==> config.mk <==
export PLATFORM = sky130hd
export DESIGN_NAME = sfd_top
export DESIGN_NICKNAME = d
export VERILOG_FILES = /design/src/rtl/sfd_pkg.sv /design/src/rtl/sfd_top.sv
export VERILOG_INCLUDE_DIRS = /design/src /design/src/rtl
export SDC_FILE = /design/constraint.sdc
export NUM_CORES = 2
export LEC_CHECK = 0
export ABC_AREA = 1
export BUFFER_PORTS_ARGS = -buffer_cell sky130_fd_sc_hd__buf_4
export CAP_MARGIN = 30
export CORE_ASPECT_RATIO = 1.2
export CORE_MARGIN = 3
export CORE_UTILIZATION = 40
export DETAILED_ROUTE_END_ITERATION = 8
export PLACE_DENSITY = 0.54
export SLEW_MARGIN = 20
export SYNTH_ARGS = -nofsm -noshare
export SYNTH_HDL_FRONTEND = slang
export SYNTH_SLANG_ARGS = --single-unit
==> constraint.sdc <==
create_clock -name clk -period 30.6 [get_ports clk]
set_input_delay 6.12 -clock clk [delete_from_list [all_inputs] [get_ports clk]]
set_output_delay 6.12 -clock clk [all_outputs]
set_load 0.05 [all_outputs]
==> src/rtl/sfd_params.svh <==
`ifndef SFD_PARAMS_SVH
`define SFD_PARAMS_SVH
// What this block does
// - Fetch runs through four stages (address, fetch, early decode, buffer) and every word passes all four.
// - Every generated fetch address is looked up in the branch cache.
// - On a branch cache miss the fetch address simply advances sequentially.
// - On a hit the next fetch address is the cached target; no fetch in flight is dropped.
// - Early decode turns each variable-length word into a fixed-length record with control bits.
// - The instruction buffer is first-in first-out and decouples fetch from execution.
// - One entry or a pair is taken from the buffer each cycle unless the buffer is empty or a hold is raised.
// - Each integer pipe has six ordered stages: decode, address calc, operand fetch, execute, result, write-back.
// - Per clock at most two may issue: two integer, or one integer and one float, or a branch in either slot.
// - A float instruction goes to the float unit once it has left the operand fetch stage.
// - Write-back holds integer store data from the primary pipe until memory signals ready, then releases it.
// - A control input turns off superscalar issue so only the primary pipe runs.
`define SFD_PC_RESET      32'h0000_0000
`define SFD_PC_STEP       32'h0000_0004
`define SFD_BC_IDX_LSB    2
`define SFD_CLS_INT       2'h0
`define SFD_CLS_FP        2'h1
`define SFD_CLS_BR        2'h2
`define SFD_CLS_UNIMP     2'h3
`define SFD_OP_MSB        31
`define SFD_OP_LSB        30
`define SFD_STORE_BIT     29
`endif

==> src/rtl/sfd_pkg.sv <==
package sfd_pkg;
    typedef struct packed {
        logic        valid;
        logic [1:0]  cls;
        logic        store;
        logic [31:0] pc;
        logic [31:0] word;
    } sfd_dec_s;
    typedef struct packed {
        logic        valid;
        logic [31:0] pc;
        logic [31:0] word;
    } sfd_raw_s;
    typedef enum logic [1:0] {
        SFD_WB_IDLE = 2'b00,
        SFD_WB_WAIT = 2'b01
    } sfd_wb_e;
endpackage

==> src/rtl/sfd_top.sv <==
`include "sfd_params.svh"
module sfd_top import sfd_pkg::*; #(
    parameter int BC_ENTRIES = 16
) (
    input  wire logic             clk,
    input  wire logic             rst,
    input  wire logic [31:0]      icache_data,
    input  wire logic             icache_valid,
    input  wire logic             bc_wr,
    input  wire logic [31:0]      bc_wr_pc,
    input  wire logic [31:0]      bc_wr_target,
    input  wire logic             exec_hold,
    input  wire logic             superscalar_off,
    input  wire logic             mem_ready,
    input  wire logic             fpu_ready,
    output logic     [31:0]       fetch_addr,
    output logic                  fetch_req,
    output logic                  fpu_valid,
    output logic     [31:0]       fpu_word,
    output logic                  wb_valid,
    output logic     [31:0]       wb_data,
    output logic                  unimp_exc,
    output logic                  issue_primary,
    output logic                  issue_secondary,
    output logic                  issue_branch
);
    localparam int IW = $clog2(BC_ENTRIES);
    // ****************************************
    // Input synchronisers
    // ****************************************
    logic [1:0] hold_sync_ff, ss_sync_ff, mrdy_sync_ff;
    always_ff @(posedge clk or posedge rst) begin
        if (rst) begin
            hold_sync_ff <= 2'h0;
            ss_sync_ff   <= 2'h0;
            mrdy_sync_ff <= 2'h0;
        end else begin
            hold_sync_ff <= {hold_sync_ff[0], exec_hold};
            ss_sync_ff   <= {ss_sync_ff[0], superscalar_off};
            mrdy_sync_ff <= {mrdy_sync_ff[0], mem_ready};
        end
    end
    wire hold  = hold_sync_ff[1];
    wire ssoff = ss_sync_ff[1];
    wire mrdy  = mrdy_sync_ff[1];

    function automatic logic [1:0] classify(input logic [31:0] w);
        classify = w[`SFD_OP_MSB:`SFD_OP_LSB];
    endfunction
    function automatic logic [IW-1:0] bc_idx(input logic [31:0] a);
        bc_idx = a[`SFD_BC_IDX_LSB +: IW];
    endfunction

    // ****************************************
    // Branch cache
    // ****************************************
    logic [31:0] bc_tag_ff [BC_ENTRIES];
    logic [31:0] bc_tgt_ff [BC_ENTRIES];
    logic [BC_ENTRIES-1:0] bc_val_ff;
    always_ff @(posedge clk or posedge rst) begin
        if (rst) bc_val_ff <= '0;
        else if (bc_wr) bc_val_ff[bc_idx(bc_wr_pc)] <= 1'b1;
    end
    always_ff @(posedge clk) begin
        if (bc_wr) begin
            bc_tag_ff[bc_idx(bc_wr_pc)] <= bc_wr_pc;
            bc_tgt_ff[bc_idx(bc_wr_pc)] <= bc_wr_target;
        end
    end

    // ****************************************
    // Fetch pipeline: address, fetch, decode, buffer
    // ****************************************
    logic [31:0] pc_ff;
    sfd_raw_s    fet_ff;
    sfd_dec_s    dec_ff;
    logic        buf_ready;
    wire stall_front = dec_ff.valid && !buf_ready;
    // Lookup on each generated address; hit must match the stored address
    wire bc_hit = bc_val_ff[bc_idx(pc_ff)] &&
                  (bc_tag_ff[bc_idx(pc_ff)] == pc_ff);
    wire [31:0] nxt_pc = bc_hit ? bc_tgt_ff[bc_idx(pc_ff)]
                                : pc_ff + `SFD_PC_STEP;
    assign fetch_addr = pc_ff;
    assign fetch_req  = !stall_front;
    always_ff @(posedge clk or posedge rst) begin
        if (rst) pc_ff <= `SFD_PC_RESET;
        else if (!stall_front && icache_valid) pc_ff <= nxt_pc;
    end
    // Fetch stage; lookup is on the address itself, so no word past a taken branch is fetched
    always_ff @(posedge clk or posedge rst) begin
        if (rst) fet_ff <= '0;
        else if (!stall_front) begin
            fet_ff.valid <= icache_valid;
            fet_ff.pc    <= pc_ff;
            fet_ff.word  <= icache_data;
        end
    end
    // Early decode into fixed record
    always_ff @(posedge clk or posedge rst) begin
        if (rst) dec_ff <= '0;
        else if (!stall_front) begin
            dec_ff.valid <= fet_ff.valid;
            dec_ff.cls   <= classify(fet_ff.word);
            dec_ff.store <= fet_ff.word[`SFD_STORE_BIT];
            dec_ff.pc    <= fet_ff.pc;
            dec_ff.word  <= fet_ff.word;
        end
    end

    // ****************************************
    // Instruction buffer: two entries
    // ****************************************
    sfd_dec_s buf_ff [2];
    logic [1:0] cnt_ff;
    logic       rd_ff;
    logic       wr_ff;
    logic [1:0] take;
    assign buf_ready = (cnt_ff != 2'h2);
    wire push = dec_ff.valid && buf_ready;
    always_ff @(posedge clk or posedge rst) begin
        if (rst) begin
            cnt_ff <= 2'h0;
            rd_ff  <= 1'b0;
            wr_ff  <= 1'b0;
        end else begin
            cnt_ff <= cnt_ff + {1'b0, push} - take;
            wr_ff  <= wr_ff ^ push;
            rd_ff  <= rd_ff ^ take[0];
        end
    end
    always_ff @(posedge clk) begin
        if (push) buf_ff[wr_ff] <= dec_ff;
    end
    sfd_dec_s head0, head1;
    assign head0 = buf_ff[rd_ff];
    assign head1 = buf_ff[~rd_ff];

    // ****************************************
    // Issue
    // ****************************************
    logic wb_busy;
    logic fpu_busy;
    wire  pipe_hold = hold || wb_busy || fpu_busy;
    logic dual_ok;
    always_comb begin
        // Pair any two except float+float or branch+branch; a branch may join either slot
        dual_ok = !ssoff && cnt_ff == 2'h2 &&
                  !(head0.cls == `SFD_CLS_FP && head1.cls == `SFD_CLS_FP) &&
                  !(head0.cls == `SFD_CLS_BR && head1.cls == `SFD_CLS_BR);
        if (pipe_hold || cnt_ff == 2'h0) take = 2'h0;
        else if (dual_ok) take = 2'h2;
        else take = 2'h1;
    end

    // ****************************************
    // Integer pipes: six stages each
    // ****************************************
    sfd_dec_s p0_ff [6];
    sfd_dec_s p1_ff [6];
    always_ff @(posedge clk or posedge rst) begin
        if (rst) begin
            for (int i = 0; i < 6; i++) begin
                p0_ff[i] <= '0;
                p1_ff[i] <= '0;
            end
        end else if (!pipe_hold) begin
            p0_ff[0] <= (take != 2'h0) ? head0 : '0;
            p1_ff[0] <= (take == 2'h2) ? head1 : '0;
            for (int i = 1; i < 6; i++) begin
                p0_ff[i] <= p0_ff[i-1];
                p1_ff[i] <= p1_ff[i-1];
            end
            // Float ops leave the integer pipe after operand fetch
            if (p0_ff[2].cls == `SFD_CLS_FP) p0_ff[3] <= '0;
            if (p1_ff[2].cls == `SFD_CLS_FP) p1_ff[3] <= '0;
        end
    end
    always_ff @(posedge clk or posedge rst) begin
        if (rst) begin
            issue_primary   <= 1'b0;
            issue_secondary <= 1'b0;
            issue_branch    <= 1'b0;
            unimp_exc       <= 1'b0;
        end else begin
            issue_primary   <= take != 2'h0;
            issue_secondary <= take == 2'h2;
            issue_branch    <= (take != 2'h0 && head0.cls == `SFD_CLS_BR) ||
                               (take == 2'h2 && head1.cls == `SFD_CLS_BR);
            unimp_exc       <= !pipe_hold &&
                               ((p0_ff[0].valid && p0_ff[0].cls == `SFD_CLS_UNIMP) ||
                                (p1_ff[0].valid && p1_ff[0].cls == `SFD_CLS_UNIMP));
        end
    end

    // ****************************************
    // Float hand-off; one slot, primary first
    // ****************************************
    // A second float op waits in operand fetch until the first is taken, so none is lost
    assign fpu_busy = fpu_valid && !fpu_ready &&
                      ((p0_ff[2].valid && p0_ff[2].cls == `SFD_CLS_FP) ||
                       (p1_ff[2].valid && p1_ff[2].cls == `SFD_CLS_FP));
    always_ff @(posedge clk or posedge rst) begin
        if (rst) begin
            fpu_valid <= 1'b0;
            fpu_word  <= 32'h0000_0000;
        end else if (!pipe_hold && p0_ff[2].valid && p0_ff[2].cls == `SFD_CLS_FP) begin
            fpu_valid <= 1'b1;
            fpu_word  <= p0_ff[2].word;
        end else if (!pipe_hold && p1_ff[2].valid && p1_ff[2].cls == `SFD_CLS_FP) begin
            fpu_valid <= 1'b1;
            fpu_word  <= p1_ff[2].word;
        end else if (fpu_ready) begin
            fpu_valid <= 1'b0;
        end
    end

    // ****************************************
    // Write-back store hold
    // ****************************************
    sfd_wb_e wb_st_ff;
    // Stores from the secondary pipe are not held; a limitation of this simple write path
    // Captured only as the store leaves the pipe, so a frozen pipe never stores twice
    wire wb_new = !pipe_hold && p0_ff[5].valid && p0_ff[5].store &&
                  p0_ff[5].cls == `SFD_CLS_INT;
    assign wb_busy = (wb_st_ff == SFD_WB_WAIT) && !mrdy;
    always_ff @(posedge clk or posedge rst) begin
        if (rst) begin
            wb_st_ff <= SFD_WB_IDLE;
            wb_valid <= 1'b0;
            wb_data  <= 32'h0000_0000;
        end else begin
            case (wb_st_ff)
                SFD_WB_IDLE: begin
                    if (wb_new) begin
                        wb_st_ff <= SFD_WB_WAIT;
                        wb_valid <= 1'b1;
                        wb_data  <= p0_ff[5].word;
                    end
                end
                SFD_WB_WAIT: begin
                    if (mrdy) begin
                        wb_st_ff <= SFD_WB_IDLE;
                        wb_valid <= 1'b0;
                    end
                end
                default: wb_st_ff <= SFD_WB_IDLE;
            endcase
        end
    end
endmodule

==> reports/qor.csv <==
stage,metric,value,unit
timing,fin_skew,0.0348,ns
pwr,p_sw,0.00236,W
drt,dr.pass1.iters,6,
pwr,powerDensity,90.4,nW/um2
drt,wl,171000,um
yosys,synth_top_cell_by_area,edfxtp_1,
die,initial_core_util,0.405,
clocking,clockRootBuffer,clkbuf_16,
timing,holdWs,0.351,ns
yosys,yosys_warnings,0,
timing,tightest_slew,1.00,ns
clocking,clk_pin_slew,0.06,ns
drt,routed_via_density,5.14,
yosys,synthArstFlopShare,0.311,
die,num_io_pins,207,
global_routing,grt_antenna_before_repair,12,
clocking,post_cts_buffers,0,
die,core_area,158000,um2
timing,setup_viol,0,
timing,tns,0,ns
clocking,cts.sinks,1581,
placed_design,hpwl,101000,um
clocking,cts_buffers,160,
timing,hold_violations,0,
timing,min_period,8.63,ns
yosys,synth_cell_types,42,
global_routing,grt_max_degree,188,
yosys,yosys_register_bits,1581,
layout,utilization,0.462,
layout,fillCellCount,14500,
yosys,synth-seq-area-share,0.705,
drt,vias,42000,
layout,finalNetCount,6064,
clocking,clk_path_buf_depth,3,
drt,drt_first_iter_violations,3237,
yosys,synth_cells,5840,
placed_design,port_buffers,206,
clocking,postCtsHoldBufs,0,
setup_path,worstPathRequired,31.29,ns
pwr,ir_drop,0.0755,mV
pwr,pwr-share-seq,0.417,
yosys,synth_flop_cell,edfxtp_1,
timing,period_share,0.282,
die,die_w,371,um
yosys,syn_area,63800,um2
run_status,outcome,"finished, final reports clean",
global_routing,overflow,0,
clocking,post_cts_resized,0,
yosys,yosys-top-cells-count,"1353 x nand2_1, 1090 x edfxtp_1, 767 x nor2_1",
drt,drc,0,
yosys,synth.top_cell.area_share,0.513,
layout,synthToLayoutAreaGrowth,14.0,%
drt,drt-wirelength-per-cell,20.9,um
timing,slew_viol_final,0,
die,die_h,444,um
timing,max_slew_margin,0.331,
placed_design,gp_congestion,0.878,
clocking,worstSkewPairLatency,0.81,ns
die,die_area,164000,um2
yosys,yosysMostFrequentCell,nand2_1,
pwr,power.internal,0.00422,W
setup_path,path_class,input port to flop,
setup_path,endpoint_kind,flop,
layout,stdcell_count,8180,
drt,ant_nets,0,
yosys,synth_area_leaders,"edfxtp_1 51%, dfrtp_1 19%, nand2_1 8.0%",
layout,drive_gt1_frac,0.0989,
global_routing,grt_pass1_wl,257000,um
setup_path,cp_max_fo,100,
timing,fmax,116,MHz
pwr,p_leak,29.2,nW
yosys,synth_edf_count,1090,
yosys,synth.avg_cell_area,10.9,um2
placed_design,dp.cells,7879,
global_routing,grt_pass1_vias,40300,
global_routing,grt_usage,0.206,
pwr,pwr-share-comb,0.292,
job,max_cap_violations,0,
die,row_count,159,
pwr,pwr-share-clk,0.291,
clocking,htreeDepth,4,
setup_path,arrival,9.32,ns
setup_path,cp-start-kind,input port,
clocking,cts_tree,yes,
pwr,p_sw_frac,0.359,
timing,rsz0062_at_grt,no,
worst_hold_path,min_path_type,flop to flop,
yosys,syn_nets,5949,
[logic make-up after synthesis]
family / share of synthesized area
AND/OR/NAND/NOR: 0.157
buffers and inverters: 0.0495
multiplexers: 0.00333
flip-flops: 0.705
adder cells (fa/ha/maj): 0.000980
XOR/XNOR: 0.00398
AO/OA/AOI/OAI: 0.0797
[placed cells by master (no fill, tap or decap), types with 9 or more instances in the layout]
| cell | n |
|---|---|
| a22o_1 | 27 |
| dfrtp_1 | 487 |
| xor2_1 | 28 |
| nor3_1 | 9 |
| nor2_4 | 20 |
| inv_1 | 428 |
| clkbuf_1 | 34 |
| a21oi_1 | 49 |
| nor2_1 | 751 |
| buf_4 | 269 |
| edfxtp_1 | 1090 |
| o21ai_0 | 563 |
| mux2_2 | 18 |
| clkinv_1 | 32 |
| nand3_1 | 341 |
| inv_2 | 13 |
| nand2_1 | 1352 |
| o22ai_1 | 91 |
| clkinv_2 | 27 |
| clkbuf_8 | 16 |
| o32ai_1 | 63 |
| a31oi_1 | 26 |
| or2_2 | 17 |
| o21ai_1 | 67 |
| clkbuf_16 | 162 |
[per-stage QoR]
| stage | cell area, um2 | power [W] | setup WS, ns |
|---|---|---|---|
| floorplan | 63800 | 0.00407 | 10.78 |
| global placement | 67200 | 0.00469 | 21.16 |
| detailed placement | 67400 | 0.00472 | 21.10 |
| CTS | 72600 | 0.00664 | 21.99 |
| global route | 72700 | 0.00696 | 21.60 |
| finish | 72700 | 0.00658 | 21.97 |
[final timing paths]
kind	from	endpoint	slack (ns)	cells past startpoint
hold / removal	hold_sync_ff[0]	hold_sync_ff[1]	0.35	0
hold reg to reg	hold_sync_ff[0]	hold_sync_ff[1]	0.35	0
max in group asynchronous	rst	dec_ff[14]	22.54	7
setup / recovery	fpu_ready	wb_data[8]	21.97	11
min in group asynchronous	rst	p0_ff[24]	5.25	2
setup reg to reg	fetch_addr[2]	fetch_addr[4]	24.13	24
[critical path, stage by stage]
cell	delay, ns
buf_4	0.08
nor2_1	0.04
nand2_1	0.10
nand2_4	0.47
inv_6	0.61
buf_4	0.81
nand3_1	0.13
nor3_1	0.18
nand2_1	0.07
buf_4	0.27
mux2_2	0.33
[metal layers]
| layer | up-vias | track usage | wire length, um | share of wire |
|---|---|---|---|---|
| met4 | 16 | 0.0614 | 4470 | 0.026 |
| met2 | 1143 | 0.331 | 80300 | 0.47 |
| met3 | 246 | 0.0493 | 11700 | 0.068 |
| li1 | 20000 | - | - | - |
| met1 | 20700 | 0.276 | 74100 | 0.43 |
| met5 | - | 0 | 107 | 0.00063 |
[layout make-up]
| type | count | area, um2 | area share |
|---|---|---|---|
| flip-flops and latches | 1581 | 45000 | 0.619 |
| multi-input cells | 3474 | 15800 | 0.217 |
| clock buffers | 214 | 4420 | 0.0607 |
| well taps | 2093 | 2620 | 0.0360 |
| repair buffers | 287 | 2420 | 0.0333 |
| inverters | 451 | 1730 | 0.0238 |
| clock inverters | 77 | 727 | 0.00999 |
| diodes | 3 | 7.51 | 0.000103 |
[power groups by stage]
| stage | logic (W) | clock network (W) | registers [W] |
|---|---|---|---|
| finish | 0.00192 | 0.00192 | 0.00274 |
| detailed placement | 0.00193 | 0 | 0.00279 |
| global placement | 0.00191 | 0 | 0.00278 |
| CTS | 0.00194 | 0.00196 | 0.00275 |
| global route | 0.00214 | 0.00204 | 0.00277 |
| floorplan | 0.00120 | 0 | 0.00287 |
[registers in the layout, indices dropped and copies added (netlist names), 16 cells and up]
| name | count |
|---|---|
| bc_tag_ff | 512 |
| p0_ff | 198 |
| buf_ff | 66 |
| fetch_addr | 32 |
| fpu_word | 32 |
| p1_ff | 99 |
| bc_val_ff | 16 |
| bc_tgt_ff | 512 |
| wb_data | 32 |
| fet_ff | 33 |
| dec_ff | 33 |
Power figures use the tool's default switching activity.
